### config.mk
export PLATFORM = sky130hd
export DESIGN_NAME = bst_tap_top
export DESIGN_NICKNAME = d
export VERILOG_FILES = /design/src/bst_tap_fsm.v /design/src/bst_cell.v /design/src/bst_tap_top.v
export VERILOG_INCLUDE_DIRS = /design/src
export SDC_FILE = /design/constraint.sdc
export NUM_CORES = 1
export LEC_CHECK = 0
export BUFFER_PORTS_ARGS = -buffer_cell sky130_fd_sc_hd__buf_2
export CELL_PAD_IN_SITES_DETAIL_PLACEMENT = 0
export CELL_PAD_IN_SITES_GLOBAL_PLACEMENT = 1
export CORE_MARGIN = 4
export CORE_UTILIZATION = 42
export CTS_CLUSTER_DIAMETER = 200
export DETAILED_ROUTE_END_ITERATION = 16
export HOLD_SLACK_MARGIN = 0.05
export MAX_ROUTING_LAYER = met4
export PLACE_DENSITY_LB_ADDON = 0.1
export SLEW_MARGIN = 20
export SYNTH_ARGS = -nofsm -noshare
export SYNTH_HDL_FRONTEND = slang
export SYNTH_SLANG_ARGS = --single-unit
### constraint.sdc
create_clock -name clk_sys -period 10.67 [get_ports clk_sys]
set_input_delay 2.134 -clock clk_sys [delete_from_list [all_inputs] [get_ports clk_sys]]
set_output_delay 2.134 -clock clk_sys [all_outputs]
set_load 0.01 [all_outputs]
### src/bst_consts.vh
// Purpose: constants for the boundary scan test port
// Assumes: included by every design file of the block
// Notes: Functional notes below give the behaviour in short
`ifndef BST_CONSTS_VH
`define BST_CONSTS_VH

// ------------------------------------------------------------
// Chain shape
// ------------------------------------------------------------
`define BST_IR_W 6
`define BST_ID_W 32
`define BST_N_IN 25
`define BST_N_OUT 5
`define BST_N_BIDI 16
`define BST_CHAIN_W 62

// ------------------------------------------------------------
// Instruction opcodes
// ------------------------------------------------------------
`define BST_OP_EXTEST 6'h00
`define BST_OP_SAMPLE 6'h01
`define BST_OP_IDCODE 6'h02
`define BST_OP_HIGHZ 6'h03
`define BST_OP_CAPT 6'h2d
`define BST_OP_CLAMP 6'h3e
`define BST_OP_BYPASS 6'h3f

// ------------------------------------------------------------
// Data register selection codes
// ------------------------------------------------------------
`define BST_SEL_BYP 2'h0
`define BST_SEL_BSC 2'h1
`define BST_SEL_ID 2'h2

// ------------------------------------------------------------
// TAP controller state codes
// ------------------------------------------------------------
`define BST_ST_TLR 4'h0
`define BST_ST_RTI 4'h1
`define BST_ST_SEL_DR 4'h2
`define BST_ST_CAP_DR 4'h3
`define BST_ST_SH_DR 4'h4
`define BST_ST_EX1_DR 4'h5
`define BST_ST_PAU_DR 4'h6
`define BST_ST_EX2_DR 4'h7
`define BST_ST_UPD_DR 4'h8
`define BST_ST_SEL_IR 4'h9
`define BST_ST_CAP_IR 4'ha
`define BST_ST_SH_IR 4'hb
`define BST_ST_EX1_IR 4'hc
`define BST_ST_PAU_IR 4'hd
`define BST_ST_EX2_IR 4'he
`define BST_ST_UPD_IR 4'hf

`endif

### src/bst_tap_fsm.v
// Purpose: sixteen-state TAP controller
// Assumes: step is a one-cycle pulse at each rising test clock edge
// Notes: reset input is already the merge of system and test reset
`include "bst_consts.vh"

module bst_tap_fsm (
  input wire clk_sys, // System clock
  input wire rst_n, // Async reset, low
  input wire step, // Rising test clock pulse
  input wire tms, // Synchronised mode select
  output reg [3:0] state // Current controller state
);

  localparam TLR = `BST_ST_TLR;
  localparam RTI = `BST_ST_RTI;
  localparam SEL_DR = `BST_ST_SEL_DR;
  localparam CAP_DR = `BST_ST_CAP_DR;
  localparam SH_DR = `BST_ST_SH_DR;
  localparam EX1_DR = `BST_ST_EX1_DR;
  localparam PAU_DR = `BST_ST_PAU_DR;
  localparam EX2_DR = `BST_ST_EX2_DR;
  localparam UPD_DR = `BST_ST_UPD_DR;
  localparam SEL_IR = `BST_ST_SEL_IR;
  localparam CAP_IR = `BST_ST_CAP_IR;
  localparam SH_IR = `BST_ST_SH_IR;
  localparam EX1_IR = `BST_ST_EX1_IR;
  localparam PAU_IR = `BST_ST_PAU_IR;
  localparam EX2_IR = `BST_ST_EX2_IR;
  localparam UPD_IR = `BST_ST_UPD_IR;

  reg [3:0] next_state;

  // Standard graph; TMS high five times ends in TLR from anywhere
  always @* begin
    case (state)
      TLR: next_state = tms ? TLR : RTI;
      RTI: next_state = tms ? SEL_DR : RTI;
      SEL_DR: next_state = tms ? SEL_IR : CAP_DR;
      CAP_DR: next_state = tms ? EX1_DR : SH_DR;
      SH_DR: next_state = tms ? EX1_DR : SH_DR;
      EX1_DR: next_state = tms ? UPD_DR : PAU_DR;
      PAU_DR: next_state = tms ? EX2_DR : PAU_DR;
      EX2_DR: next_state = tms ? UPD_DR : SH_DR;
      UPD_DR: next_state = tms ? SEL_DR : RTI;
      SEL_IR: next_state = tms ? TLR : CAP_IR;
      CAP_IR: next_state = tms ? EX1_IR : SH_IR;
      SH_IR: next_state = tms ? EX1_IR : SH_IR;
      EX1_IR: next_state = tms ? UPD_IR : PAU_IR;
      PAU_IR: next_state = tms ? EX2_IR : PAU_IR;
      EX2_IR: next_state = tms ? UPD_IR : SH_IR;
      UPD_IR: next_state = tms ? SEL_DR : RTI;
      default: next_state = TLR;
    endcase
  end

  // Moves only on rising test clock; reset acts without any edge
  always @(posedge clk_sys or negedge rst_n) begin
    if (!rst_n) begin
      state <= TLR;
    end else if (step) begin
      state <= next_state;
    end
  end

endmodule

### src/bst_cell.v
// Purpose: one boundary scan cell, capture/shift stage plus update latch
// Assumes: strobes are one-cycle pulses from the test clock edge finder
// Notes: update latch only moves on the falling edge strobe
`include "bst_consts.vh"

module bst_cell (
  input wire clk_sys, // System clock
  input wire rst_n, // Async reset, low
  input wire cap_en, // Capture pulse
  input wire shift_en, // Shift pulse
  input wire upd_en, // Update pulse, falling edge
  input wire cap_in, // Parallel capture value
  input wire scan_in, // From the TDI side
  output reg scan_q, // Toward the TDO side
  output reg upd_q // Latched parallel output
);

  // Capture has priority; the two never coincide in one state
  always @(posedge clk_sys or negedge rst_n) begin
    if (!rst_n) begin
      scan_q <= 1'h0;
    end else if (cap_en) begin
      scan_q <= cap_in;
    end else if (shift_en) begin
      scan_q <= scan_in;
    end
  end

  // Written on the Update-DR fall, at least a test clock and a half after the last shift
  always @(posedge clk_sys or negedge rst_n) begin
    if (!rst_n) begin
      upd_q <= 1'h0;
    end else if (upd_en) begin
      upd_q <= scan_q;
    end
  end

endmodule

### src/bst_tap_top.v
// Purpose: test access port with instruction, bypass, ID and boundary registers
// Assumes: test clock far slower than clk_sys, so its edges are found by sampling
// Notes: only DC pins are scanned; clock, strap and test pins carry no cell
`include "bst_consts.vh"

module bst_tap_top #(
  parameter [31:0] ID_VALUE = 32'h00000001 // Arbitrary neutral ID, bit 0 set
) (
  input wire clk_sys, // System clock, 20 MHz
  input wire resetn, // Async system reset, low
  input wire tck, // Test clock pin
  input wire trst_n, // Test reset pin, low
  input wire tms, // Test mode select pin
  input wire tdi, // Test data in pin
  output reg tdo, // Test data out
  output reg tdo_oe, // High while tdo driven
  input wire [`BST_N_IN-1:0] in_pin, // Input-only pads, observed
  input wire [`BST_N_OUT-1:0] out_core, // Core data for output pads
  output reg [`BST_N_OUT-1:0] out_pin, // Output pad data
  output reg [`BST_N_OUT-1:0] out_pin_oe, // Output pad enable
  input wire [`BST_N_BIDI-1:0] bidi_core_out, // Core data for bidir pads
  input wire [`BST_N_BIDI-1:0] bidi_core_oe, // Core enable for bidir pads
  input wire [`BST_N_BIDI-1:0] bidi_pad_in, // Bidir pad levels
  output reg [`BST_N_BIDI-1:0] bidi_pad_out, // Bidir pad data
  output reg [`BST_N_BIDI-1:0] bidi_pad_oe // Bidir pad enable
);

  localparam NI = `BST_N_IN;
  localparam NO = `BST_N_OUT;
  localparam NB = `BST_N_BIDI;
  localparam CW = `BST_CHAIN_W;
  localparam IW = `BST_IR_W;
  localparam DW = `BST_ID_W;
  localparam EN0 = NI + NO; // First bidir enable cell
  localparam DA0 = NI + NO + NB; // First bidir data cell

  // ------------------------------------------------------------
  // Decode helpers
  // ------------------------------------------------------------

  // Picks the data register; any unknown opcode lands on bypass
  function [1:0] dr_sel;
    input [IW-1:0] op;
    begin
      case (op)
        `BST_OP_EXTEST: dr_sel = `BST_SEL_BSC;
        `BST_OP_SAMPLE: dr_sel = `BST_SEL_BSC;
        `BST_OP_IDCODE: dr_sel = `BST_SEL_ID;
        default: dr_sel = `BST_SEL_BYP;
      endcase
    end
  endfunction

  // Opcodes that hand the pads to the update latches
  function pins_from_latch;
    input [IW-1:0] op;
    begin
      pins_from_latch = (op == `BST_OP_EXTEST) || (op == `BST_OP_CLAMP);
    end
  endfunction

  // ------------------------------------------------------------
  // Pin synchronisers and test clock edges
  // ------------------------------------------------------------
  wire tap_rst_n;
  reg tck_m;
  reg tck_s;
  reg tck_d;
  reg tms_m;
  reg tms_s;
  reg tdi_m;
  reg tdi_s;
  reg [NI-1:0] in_m;
  reg [NI-1:0] in_s;
  reg [NB-1:0] bpad_m;
  reg [NB-1:0] bpad_s;
  wire tck_rise;
  wire tck_fall;

  // Either reset drops the port at once, no clock needed
  assign tap_rst_n = resetn & trst_n;

  // Same depth on clock and data keeps TMS/TDI aligned to the edge
  always @(posedge clk_sys or negedge tap_rst_n) begin
    if (!tap_rst_n) begin
      tck_m <= 1'h0;
      tck_s <= 1'h0;
      tck_d <= 1'h0;
      tms_m <= 1'h1;
      tms_s <= 1'h1;
      tdi_m <= 1'h1;
      tdi_s <= 1'h1;
      in_m <= {NI{1'h0}};
      in_s <= {NI{1'h0}};
      bpad_m <= {NB{1'h0}};
      bpad_s <= {NB{1'h0}};
    end else begin
      tck_m <= tck;
      tck_s <= tck_m;
      tck_d <= tck_s;
      tms_m <= tms;
      tms_s <= tms_m;
      tdi_m <= tdi;
      tdi_s <= tdi_m;
      in_m <= in_pin;
      in_s <= in_m;
      bpad_m <= bidi_pad_in;
      bpad_s <= bpad_m;
    end
  end

  // Edge pulses; TMS/TDI taken on rise only
  assign tck_rise = tck_s & ~tck_d;
  assign tck_fall = ~tck_s & tck_d;

  // ------------------------------------------------------------
  // Controller
  // ------------------------------------------------------------
  wire [3:0] state;

  bst_tap_fsm bst_tap_fsm_inst (
    .clk_sys(clk_sys),
    .rst_n(tap_rst_n),
    .step(tck_rise),
    .tms(tms_s),
    .state(state)
  );

  wire in_tlr;
  wire cap_dr;
  wire sh_dr;
  wire upd_dr;
  wire cap_ir;
  wire sh_ir;
  wire upd_ir;

  // State decodes used by the action strobes
  assign in_tlr = (state == `BST_ST_TLR);
  assign cap_dr = (state == `BST_ST_CAP_DR);
  assign sh_dr = (state == `BST_ST_SH_DR);
  assign upd_dr = (state == `BST_ST_UPD_DR);
  assign cap_ir = (state == `BST_ST_CAP_IR);
  assign sh_ir = (state == `BST_ST_SH_IR);
  assign upd_ir = (state == `BST_ST_UPD_IR);

  // ------------------------------------------------------------
  // Instruction register
  // ------------------------------------------------------------
  reg [IW-1:0] ir_shift;
  reg [IW-1:0] ir;
  wire [1:0] sel;
  wire drive_latch;
  wire highz;
  wire extest;

  // Shifter captures fixed pattern, shifts LSB first from TDI
  always @(posedge clk_sys or negedge tap_rst_n) begin
    if (!tap_rst_n) begin
      ir_shift <= `BST_OP_CAPT;
    end else if (tck_rise && cap_ir) begin
      ir_shift <= `BST_OP_CAPT;
    end else if (tck_rise && sh_ir) begin
      ir_shift <= {tdi_s, ir_shift[IW-1:1]};
    end
  end

  // Current opcode changes only at Update-IR or in Test-Logic-Reset, so shifting never disturbs pins
  always @(posedge clk_sys or negedge tap_rst_n) begin
    if (!tap_rst_n) begin
      ir <= `BST_OP_IDCODE;
    end else if (in_tlr) begin
      ir <= `BST_OP_IDCODE;
    end else if (tck_fall && upd_ir) begin
      ir <= ir_shift;
    end
  end

  assign sel = dr_sel(ir);
  assign drive_latch = pins_from_latch(ir);
  assign highz = (ir == `BST_OP_HIGHZ);
  assign extest = (ir == `BST_OP_EXTEST);

  // ------------------------------------------------------------
  // Bypass and identification registers
  // ------------------------------------------------------------
  reg byp;
  reg [DW-1:0] id_shift;

  // Bypass is a single bit that always captures zero
  always @(posedge clk_sys or negedge tap_rst_n) begin
    if (!tap_rst_n) begin
      byp <= 1'h0;
    end else if (tck_rise && cap_dr) begin
      byp <= 1'h0;
    end else if (tck_rise && sh_dr && sel == `BST_SEL_BYP) begin
      byp <= tdi_s;
    end
  end

  // ID reloads on every capture so repeated reads stay stable
  always @(posedge clk_sys or negedge tap_rst_n) begin
    if (!tap_rst_n) begin
      id_shift <= ID_VALUE;
    end else if (tck_rise && cap_dr) begin
      id_shift <= ID_VALUE;
    end else if (tck_rise && sh_dr && sel == `BST_SEL_ID) begin
      id_shift <= {tdi_s, id_shift[DW-1:1]};
    end
  end

  // ------------------------------------------------------------
  // Boundary chain
  // ------------------------------------------------------------
  wire bsc_sel;
  wire bsc_cap;
  wire bsc_sh;
  wire bsc_upd;
  wire [CW-1:0] cap_v;
  wire [CW-1:0] scan_v;
  wire [CW:0] chain_in;
  wire [CW-1:0] upd_v;
  wire [NB-1:0] bidi_cap;

  // Cells act only when the chain is the chosen register
  assign bsc_sel = (sel == `BST_SEL_BSC);
  assign bsc_cap = tck_rise & cap_dr & bsc_sel;
  assign bsc_sh = tck_rise & sh_dr & bsc_sel;
  assign bsc_upd = tck_fall & upd_dr & bsc_sel;

  // Bidir capture: core data when pad enabled outside EXTEST, else pad
  assign bidi_cap = (bidi_pad_oe & {NB{~extest}} & bidi_core_out) |
                    (~(bidi_pad_oe & {NB{~extest}}) & bpad_s);

  // Order from TDO: inputs, outputs, bidir enables, bidir data
  assign cap_v = {bidi_cap, bidi_core_oe, out_core, in_s};
  assign chain_in[CW] = tdi_s;

  genvar k;
  generate
    for (k = 0; k < CW; k = k + 1) begin : g_cell
      bst_cell bst_cell_inst (
        .clk_sys(clk_sys),
        .rst_n(tap_rst_n),
        .cap_en(bsc_cap),
        .shift_en(bsc_sh),
        .upd_en(bsc_upd),
        .cap_in(cap_v[k]),
        .scan_in(chain_in[k+1]),
        .scan_q(scan_v[k]),
        .upd_q(upd_v[k])
      );
      assign chain_in[k] = scan_v[k];
    end
  endgenerate

  // ------------------------------------------------------------
  // Pad drive
  // ------------------------------------------------------------
  // Input cell latches (upd_v below NI) are never routed to any pad
  always @(posedge clk_sys or negedge tap_rst_n) begin
    if (!tap_rst_n) begin
      out_pin <= {NO{1'h0}};
      out_pin_oe <= {NO{1'h0}};
      bidi_pad_out <= {NB{1'h0}};
      bidi_pad_oe <= {NB{1'h0}};
    end else if (highz) begin
      out_pin <= out_core;
      out_pin_oe <= {NO{1'h0}};
      bidi_pad_out <= bidi_core_out;
      bidi_pad_oe <= {NB{1'h0}};
    end else if (drive_latch) begin
      out_pin <= upd_v[NI+NO-1:NI];
      out_pin_oe <= {NO{1'h1}};
      bidi_pad_out <= upd_v[DA0+NB-1:DA0];
      bidi_pad_oe <= upd_v[EN0+NB-1:EN0];
    end else begin
      out_pin <= out_core;
      out_pin_oe <= {NO{1'h1}};
      bidi_pad_out <= bidi_core_out;
      bidi_pad_oe <= bidi_core_oe;
    end
  end

  // ------------------------------------------------------------
  // Serial output
  // ------------------------------------------------------------
  reg next_tdo;

  // Pick the LSB of whichever register is in the path
  always @* begin
    if (sh_ir) begin
      next_tdo = ir_shift[0];
    end else begin
      case (sel)
        `BST_SEL_BSC: next_tdo = scan_v[0];
        `BST_SEL_ID: next_tdo = id_shift[0];
        default: next_tdo = byp;
      endcase
    end
  end

  // Updated on the fall so the tester has a half period of setup
  always @(posedge clk_sys or negedge tap_rst_n) begin
    if (!tap_rst_n) begin
      tdo <= 1'h0;
      tdo_oe <= 1'h0;
    end else if (tck_fall) begin
      tdo <= next_tdo;
      tdo_oe <= sh_dr | sh_ir;
    end
  end

endmodule

# Yosys cells after proc, flatten, opt, wreduce, memory -nomap -nowiden
# Cells that the tools add are included.
word_totals:
  ff_bits: 281
  inputBits: 84
  wordCells: 335
op_classes:
  eq_ne: 21
  mux: 155
  bitwise_logic: 18
  n_reduce_logical: 20
op_table:
  columns: ["cell", "n"]
  rows:
  - ["1-bit two-way mux", 130]
  - ["16-bit two-way mux", 4]
  - ["32-bit two-way mux", 2]
  - ["16-bit AND", 3]
  - ["4-bit one-hot mux with 12 select lines", 1]
  - ["4-bit equality test, second input constant", 8]
  - ["6-bit two-way mux", 4]
  - ["4-bit by 3-bit equality test with 1-bit output, second input constant", 4]
  - ["4-bit two-way mux", 4]
  - ["16-bit inverter", 1]
  - ["16-bit OR", 1]
  - ["5-bit two-way mux", 3]
  - ["6-bit by 2-bit equality test with 1-bit output, second input constant", 2]
  - ["2-bit nonzero test", 5]
  - ["1-bit AND", 9]
  - ["4-bit by 2-bit equality test with 1-bit output, second input constant", 2]
  - ["1-bit logical AND", 7]
  - ["6-bit by 1-bit equality test with 1-bit output, second input constant", 1]
  - ["6-bit equality test, second input constant", 1]
  - ["6-bit logical NOT", 1]
  - ["2-bit two-way mux", 3]
  - ["3-bit two-way mux", 2]
  - ["2-bit OR reduction", 3]
  - ["4-bit by 1-bit equality test with 1-bit output, second input constant", 1]
  - ["other kinds (10)", 12]

# Depth between registers and ports, before layout
# Gate-level depths: netlist (run 1).
depth:
  word_depth: 7
  depth_mapped: 10
  mapped_depth_nobuf: 9

# Cells and area by module
# From an unflattened synthesis (run 1), not the netlist that was laid out.
hier_totals:
  hier_cells: 902
  hier_area_um2: 11997.8
modules_own_cells:
  columns: ["mod", "n_inst", "cells_each", "area_per_inst_um2", "seq_area_each_um2"]
  rows:
  - ["bst_tap_top", 1, 488, 6447.4, 4366.7]
  - ["bst_cell", 62, 6, 83.8, 50.0]
  - ["bst_tap_fsm", 1, 42, 352.8, 100.1]

# Least setup slack after synthesis (run 1)
# OpenSTA, ideal clock, no wires.
synth_path:
  path_kind: "reg2out"
  startpoint: "reg out_pin_oe[3] (netlist name)"
  endpoint: "out out_pin_oe[1]"
  arrival_ns: 0.580
  setup_slack_ns: 7.956
  path_stages_with_launch: 2
  cell_sequence: "dfrtp_1 -> buf_4"
synth_rtl:
  columns: ["item", "line", "rtl"]
  rows:
  - ["end: declaration", "bst_tap_top.v:20", "output reg [`BST_N_OUT-1:0] out_pin_oe,"]

# Final worst setup path (run 1)
layout_path:
  startpoint: "reg ir[3]"
  endpoint: "reg g_cell[54].bst_cell_inst.scan_q"
layout_between:
  elab_chain_len: 7
  elab_cells_between_ends: 16
  classes_between: "eq/ne (3); mux (2); bitwise (8); reduce/logical (3)"
layout_rtl:
  columns: ["item", "line", "rtl"]
  rows:
  - ["start: declaration", "bst_tap_top.v:150", "reg [IW-1:0] ir;"]
  - ["start signal: assignment", "bst_tap_top.v:170", "ir <= `BST_OP_IDCODE;"]
  - ["start signal: assignment", "bst_tap_top.v:172", "ir <= `BST_OP_IDCODE;"]
  - ["start signal: assignment", "bst_tap_top.v:174", "ir <= ir_shift;"]
  - ["parallel branches: the longest is 7 deep, another holds 6-bit by 1-bit equality test with 1-bit output", null, null]
  - ["end signal: assignment", "bst_cell.v:23", "scan_q <= cap_in;"]
  - ["end signal: assignment", "bst_cell.v:25", "scan_q <= scan_in;"]
  - ["end: declaration", "bst_cell.v:14", "output reg scan_q,"]
# Parallel ways; which one is timed is not known.
# A chain may end at the register's enable or synchronous reset.

==> metrics, run 1 <==
drt pass-1 iters=6; Clk Tree Root Cell=clkbuf_16; Synth warnings=0; Hold WS=~0.35 ns; Max Transition Viols Final=0; initial core utilization=between 40% and 50%; CP Class=reg -> reg; buffers added on ports=around 130; Final Hold Viols=0; fmax=between 200 and 300 MHz; clock share of power=between 40% and 50%; total number of vias=about 6600; area grow syn2layout=17.4%; GP Congestion=0.787; CTS Buf Count=29; Vias per Instance=5.16; syn_nets=911; PnR Total Power=between 2 and 2.5 mW; CTS H-tree depth=1; PD cells=approximately 200 mW/mm^2; Setup crit start kind=flip-flop; worst vdd ir=0.109 mV; WP data required=about 11 ns; initial antenna violation count=1; Worst Max-Slew Pin Slew=roughly 1.0 ns; flops & latches, synth=~280; Post-synth EDFFs=0; Area after DPL=roughly 0.011 mm^2; Mapped Cells=around 800; Synth top area share=around 64%; Yosys cell types=49; Seq pwr share=between 40% and 50%; initial detailed-routing violation count=between 300 and 400; Routed WL per cell=17.4 um; Non-Filler Cell Area, Final=0.0123 mm^2; # rows=57; global-route wire length before repair=approximately 37000 um; Tcrit/Tclk final=~33%; Crit Path Max Fanout=51; status=completed; RSZ-0062 raised after global routing=false; CTS-repair resized insts=0; largest net degree at the start of global routing=~140; core area=approximately 0.024 mm^2; die span in y=around 170 um; dominant synthesized flop cell=dfrtp_1; Comb pwr share=roughly a tenth; leakage=~5.8 nW; Post-synth top cells=dfrtp_1, nand2_1, mux2_2; R2R setup slack=between 7 and 8 ns; Worst-path clk slew=around 0.06 ns; Final Critical Period=between 3 and 4 ns; worst endpoint data arrival time=~3.8 ns; GRT overflow=0; layout cells sized above 1=between 20% and 30%; Multi-input gate area=approximately 0.0031 mm^2; P_sw=between 600 and 700 uW; Setup Skew=around 0.0092 ns; Max-Slew Margin vs Limit=32.1%; setup TNS=0 ns; Tot GR Track Use=16.5%; cts hold-fix bufs=0; synthesized cell area=roughly 0.011 mm^2; Synth area leader=dfrtp_1; final setup violation count=0; largest cells by area after synthesis=dfrtp_1, mux2_2, nand2_1; ys async rst share=100%; Routed WL=~22000 um; Die ar.=roughly 0.028 mm^2; clock buffer depth=3; latest clock arrival within the worst-skew pair=between 0.5 and 0.6 ns; internal power=between 1.5 and 2 mW; Setup crit end kind=flip-flop; Sw Ratio=24.6%; Final Net Count=1019; top-count cell post-synth=dfrtp_1; Hold WC Path Type=reg -> reg; vias in the first global route=6909; # Max-Cap Violations=0; drc violations=0; CTS tree=yes; Post-CTS Setup Inserts=0; Final HPWL DP=14000 um; # IOs=about 130; DIE WIDTH=~170 um; Fill cells=around 2100; syn avg cell area=about 13 um^2; sequential area share after synthesis=around 66%; clk sinks=around 280; Sequential cell area=a little under 0.007 mm^2; antenna viol nets, final=0
[worst max-delay path: stages (launching register included)]
cell	delay [ns]
dfrtp_1	0.42
nor4_2	0.37
nand2b_1	0.22
inv_1	0.10
ha_2	0.16
buf_4	0.49
a21boi_4	0.83
buf_4	0.51
o221ai_1	0.17
[cells by family after synthesis]
| group | after synthesis | synth area share, % |
|---|---|---|
| simple gates | 165 | 7.12 |
| mux | 92 | 9.48 |
| buf+inv | 96 | 4.29 |
| compound gates | 191 | 12.6 |
| flops | 277 | 66.1 |
| fa+ha+maj | 3 | 0.357 |
[cell type report]
cell class,instances,area share [%]
clock inverter,10,1.31
tap,324,3.29
clock buffer,39,6.52
multi-input combinational,451,25.4
antenna,1,0.0203
timing repair buffer,137,6.03
inverter,36,1.10
sequential,277,56.3
[per-stage QoR]
step / util, % / setup slack, ns / std cells
floorplan: - / 3.90 / 824
global placement: 46.3 / 6.82 / 1224
detailed placement: 46.3 / 6.74 / 1224
CTS: 50.2 / 7.19 / 1273
global route: 50.4 / 6.92 / 1275
finish: 50.4 / 7.20 / 1275
[power by group through the flow]
| stage | clock, mW | combinational (mW) | sequential (mW) |
|---|---|---|---|
| global route | 1.10 | 0.288 | 1.19 |
| detailed placement | 0 | 0.260 | 1.20 |
| global placement | 0 | 0.256 | 1.20 |
| finish | 1.01 | 0.257 | 1.18 |
| CTS | 1.05 | 0.261 | 1.18 |
| floorplan | 0 | 0.206 | 1.17 |
[state kept, by name (all words and copies together) (netlist names), 4 cells and up]
register / flops
bidi_pad_out: 16
ir: 6
g_cell.bst_cell_inst.upd_q: 37
g_cell.bst_cell_inst.scan_q: 62
bpad_m: 16
bpad_s: 16
out_pin: 5
ir_shift: 6
in_s: 25
id_shift: 32
bst_tap_fsm_inst.state: 4
bidi_pad_oe: 16
in_m: 25
[per-layer routing]
layer	vias to the layer above	part of all wire (%)	global-route usage (%)	wire length [um]
li1	3113	-	-	-
met1	3297	45	21.8	9860
met2	137	48	26.5	10700
met3	32	5.2	3.17	1160
met4	0	2.0	4.09	441
met5	-	0	-	0
[placed cells by master (no fill, tap or decap), drive strengths merged, types with 15 or more instances in the layout]
cell	count
dfrtp	267
buf	137
nand2	119
mux2	60
a2bb2oi	47
o22ai	46
clkbuf	39
inv	37
a21oi	37
mux2i	32
o21ai	30
o221ai	15
[final timing paths]
check	cells after the start	end	from
min in group asynchronous	2	bpad_m[5]	trst_n
worst max-delay path	8	g_cell[54].bst_cell_inst.scan_q	ir[3]
worst min-delay path	0	bpad_s[11]	bpad_m[11]
worst min register to register	0	bpad_s[11]	bpad_m[11]
max in group asynchronous	4	in_m[6]	resetn
worst max register to register	8	g_cell[54].bst_cell_inst.scan_q	ir[3]
(Power assumes the default switching activity.)
==> run 2: changes to the inputs <==
--- a/config.mk
+++ b/config.mk
@@ -10,7 +10,7 @@
 export CELL_PAD_IN_SITES_DETAIL_PLACEMENT = 0
 export CELL_PAD_IN_SITES_GLOBAL_PLACEMENT = 1
 export CORE_MARGIN = 4
-export CORE_UTILIZATION = 42
+export CORE_UTILIZATION = 45
 export CTS_CLUSTER_DIAMETER = 200
 export DETAILED_ROUTE_END_ITERATION = 16
 export HOLD_SLACK_MARGIN = 0.05
==> constraint.sdc (replaced) <==
create_clock -name clk_sys -period 3.6 [get_ports clk_sys]
set_input_delay 0.72 -clock clk_sys [delete_from_list [all_inputs] [get_ports clk_sys]]
set_output_delay 0.72 -clock clk_sys [all_outputs]
set_load 0.01 [all_outputs]
==> metrics, run 2 (synthesized netlist as in run 1, its figures left out) <==
Tcrit/Tclk final=84.6% (+52 points); GP Congestion=0.773 (-1.9%); Final Critical Period=3.05 ns (-0.426 ns); Post-CTS Setup Inserts=0 (unchanged); fmax=328 MHz (+14%); core area=0.0228 mm^2 (-6.9%); leakage=5.85 nW (+0.38%); RSZ-0062 raised after global routing=false; Worst Max-Slew Pin Slew=0.956 ns (-0.0546 ns); Max-Slew Margin vs Limit=35.8% (+3.7 points); layout cells sized above 1=28.3% (+0.38 points); Reg with most FFs=g_cell.bst_cell_inst.scan_q; Reg2Reg Depth=7 (-1); Placed Cells=1219 (-0.41%); Clk Tree Root Cell=clkbuf_16; P_sw=1.78 mW (+200%); CTS H-tree depth=1 (unchanged); non-filler cells, final=1268 (-0.55%); Hold WC Path Type=in -> reg; Setup crit end kind=flip-flop; WP data required=4.01 ns (-7.02 ns); Worst-path clk slew=0.06 ns (about the same); drc violations=0 (unchanged); R2R setup slack=0.55 ns (-6.64 ns); # rows=55 (-3.5%); Routed WL per cell=17.7 um (+1.8%); die span in y=161 um (-3.2%); Comb pwr share=10.9% (+0.4 points); Seq pwr share=49.0% (+0.8 points); Tot GR Track Use=17.9% (+1.4 points); area grow syn2layout=17.5%; largest net degree at the start of global routing=68 (-52%); CP Class=reg -> reg; antenna viol nets, final=0 (unchanged); Routed WL=22400 um (+1.2%); Setup crit start kind=flip-flop; clock buffer depth=3 (unchanged); PnR Total Power=7.13 mW (+190%); DIE WIDTH=161 um (-3.2%); Hold Path Stages=1 (+1); CTS tree=yes; Final Net Count=1024 (+0.49%); initial core utilization=46.1% (+3.2 points); drt pass-1 iters=4 (-2); global-route wire length before repair=37100 um (+0.71%); Non-Filler Cell Area, Final=0.0123 mm^2 (+0.10%); CTS Buf Count=29 (unchanged); cts hold-fix bufs=0 (unchanged); clock share of power=40.0% (-1.4 points); R2R Path Start=ir[3]; worst endpoint data arrival time=3.46 ns (-0.38 ns); clk sinks=277 (unchanged); Area after DPL=0.0114 mm^2 (+0.83%); Ant. Diodes=0 (-1); # Max-Cap Violations=0 (unchanged); Hold Crit Start=tdi; most common cell after layout, fill and taps aside=dfrtp_1; total number of vias=6663 (+1.3%); Vias per Instance=5.25 (+1.8%); CTS-repair resized insts=0 (unchanged); Die ar.=0.0258 mm^2 (-6.4%); worst vdd ir=0.324 mV (+200%); latest clock arrival within the worst-skew pair=0.54 ns (about the same); Crit Path Max Fanout=37 (-27%); Hold Path End=tdi_m; final setup violation count=0 (unchanged); number of flip-flops in the largest register=62 (unchanged); # IOs=128 (unchanged); internal power=5.35 mW (+190%); Setup Skew=0.0216 ns (+0.0124 ns); PD cells=578 mW/mm^2 (+190%); buffers added on ports=127 (unchanged); Sw Ratio=25.0% (+0.45 points); GRT overflow=0 (unchanged); status=completed; Final HPWL DP=14800 um (+5.4%); initial antenna violation count=0 (-1); Max Transition Viols Final=0 (unchanged); vias in the first global route=7033 (+1.8%); Worst R2R End=g_cell[61].bst_cell_inst.scan_q; Top Registers=g_cell.bst_cell_inst.scan_q (62), g_cell.bst_cell_inst.upd_q (37), id_shift (32); Final Hold Viols=0 (unchanged); initial detailed-routing violation count=392 (+19%); setup TNS=0 ns (unchanged); leading cell types in the layout, fill and taps excluded=dfrtp_1, buf_2, nand2_1
run 2: cell types whose count changed in the layout (fill, tap and decap cells not counted):
| cell | before | now |
|---|---|---|
| clkinv_4 | 2 | 1 |
| clkbuf_1 | 6 | 4 |
| inv_6 | 1 | 0 |
| nand3_1 | 8 | 9 |
| buf_12 | 1 | 6 |
| diode_2 | 1 | 0 |
| bufinv_16 | 4 | 1 |
| clkbuf_8 | 4 | 8 |
| clkinv_2 | 3 | 6 |
| buf_4 | 8 | 9 |
| buf_16 | 1 | 0 |
| nand3_2 | 1 | 0 |
| and3_1 | 2 | 3 |
| and3_2 | 1 | 0 |
run 2: layout make-up:
| class | instances | area (um^2) |
|---|---|---|
| Fill cell | 1967 | 10400 |
| Inverter | 36 | 135 |
| Clock inverter | 8 | 68.8 |
| Tap cell | 313 | 392 |
| Timing Repair Buffer | 142 | 823 |
| Sequential cell | 277 | 6940 |
| Multi-Input combinational cell | 451 | 3130 |
| Clock buffer | 41 | 851 |
run 2: worst max-delay path: stages (launching register included):
cell	delay, ns
dfrtp_1	0.41
nor4_2	0.38
nand2b_1	0.21
inv_1	0.10
ha_2	0.38
buf_4	0.46
nand2_1	0.54
o221a_2	0.41
run 2: stage by stage:
stage | setup WS [ns] | hold WS, ns | util [%]
3_3_place_gp | 0.735 | 0.333 | 50.1
6_report | 0.554 | 0.281 | 54.2
4_1_cts | 0.590 | 0.260 | 54.2
3_5_place_dp | 0.591 | 0.335 | 50.1
5_1_grt | 0.365 | 0.264 | 54.2
2_1_floorplan | 0.312 | 0.331 | -
run 2: worst max path at each step:
stage                     startpoint                         endpoint  slack (ns)  cells past startpoint
after floorplan               resetn                   bidi_pad_oe[0]        0.31                      1
after global placement         ir[3]  g_cell[61].bst_cell_inst.scan_q        0.74                      7
after detailed placement       ir[3]  g_cell[61].bst_cell_inst.scan_q        0.59                      7
after CTS                      ir[3]  g_cell[61].bst_cell_inst.scan_q        0.59                      7
after global routing           ir[3]  g_cell[61].bst_cell_inst.scan_q        0.36                      7
final                          ir[3]  g_cell[61].bst_cell_inst.scan_q        0.55                      7
run 2: per-layer routing:
layer	routed length, um	part of all wire (%)	GRT usage (%)	vias to the layer above
li1	-	-	-	3121
met5	0	0	-	-
met3	1050	4.7	3.13	39
met1	9950	44	23.4	3373
met4	576	2.6	5.31	0
met2	10800	48	29.0	130
run 2: power by group through the flow:
stage                     Sequential, mW  Clock, mW  Combinational [mW]
final                               3.50       2.85               0.780
after detailed placement            3.55          0               0.794
after floorplan                     3.46          0               0.612
after global routing                3.52       3.06               0.880
after global placement              3.55          0               0.779
after CTS                           3.50       2.94               0.799
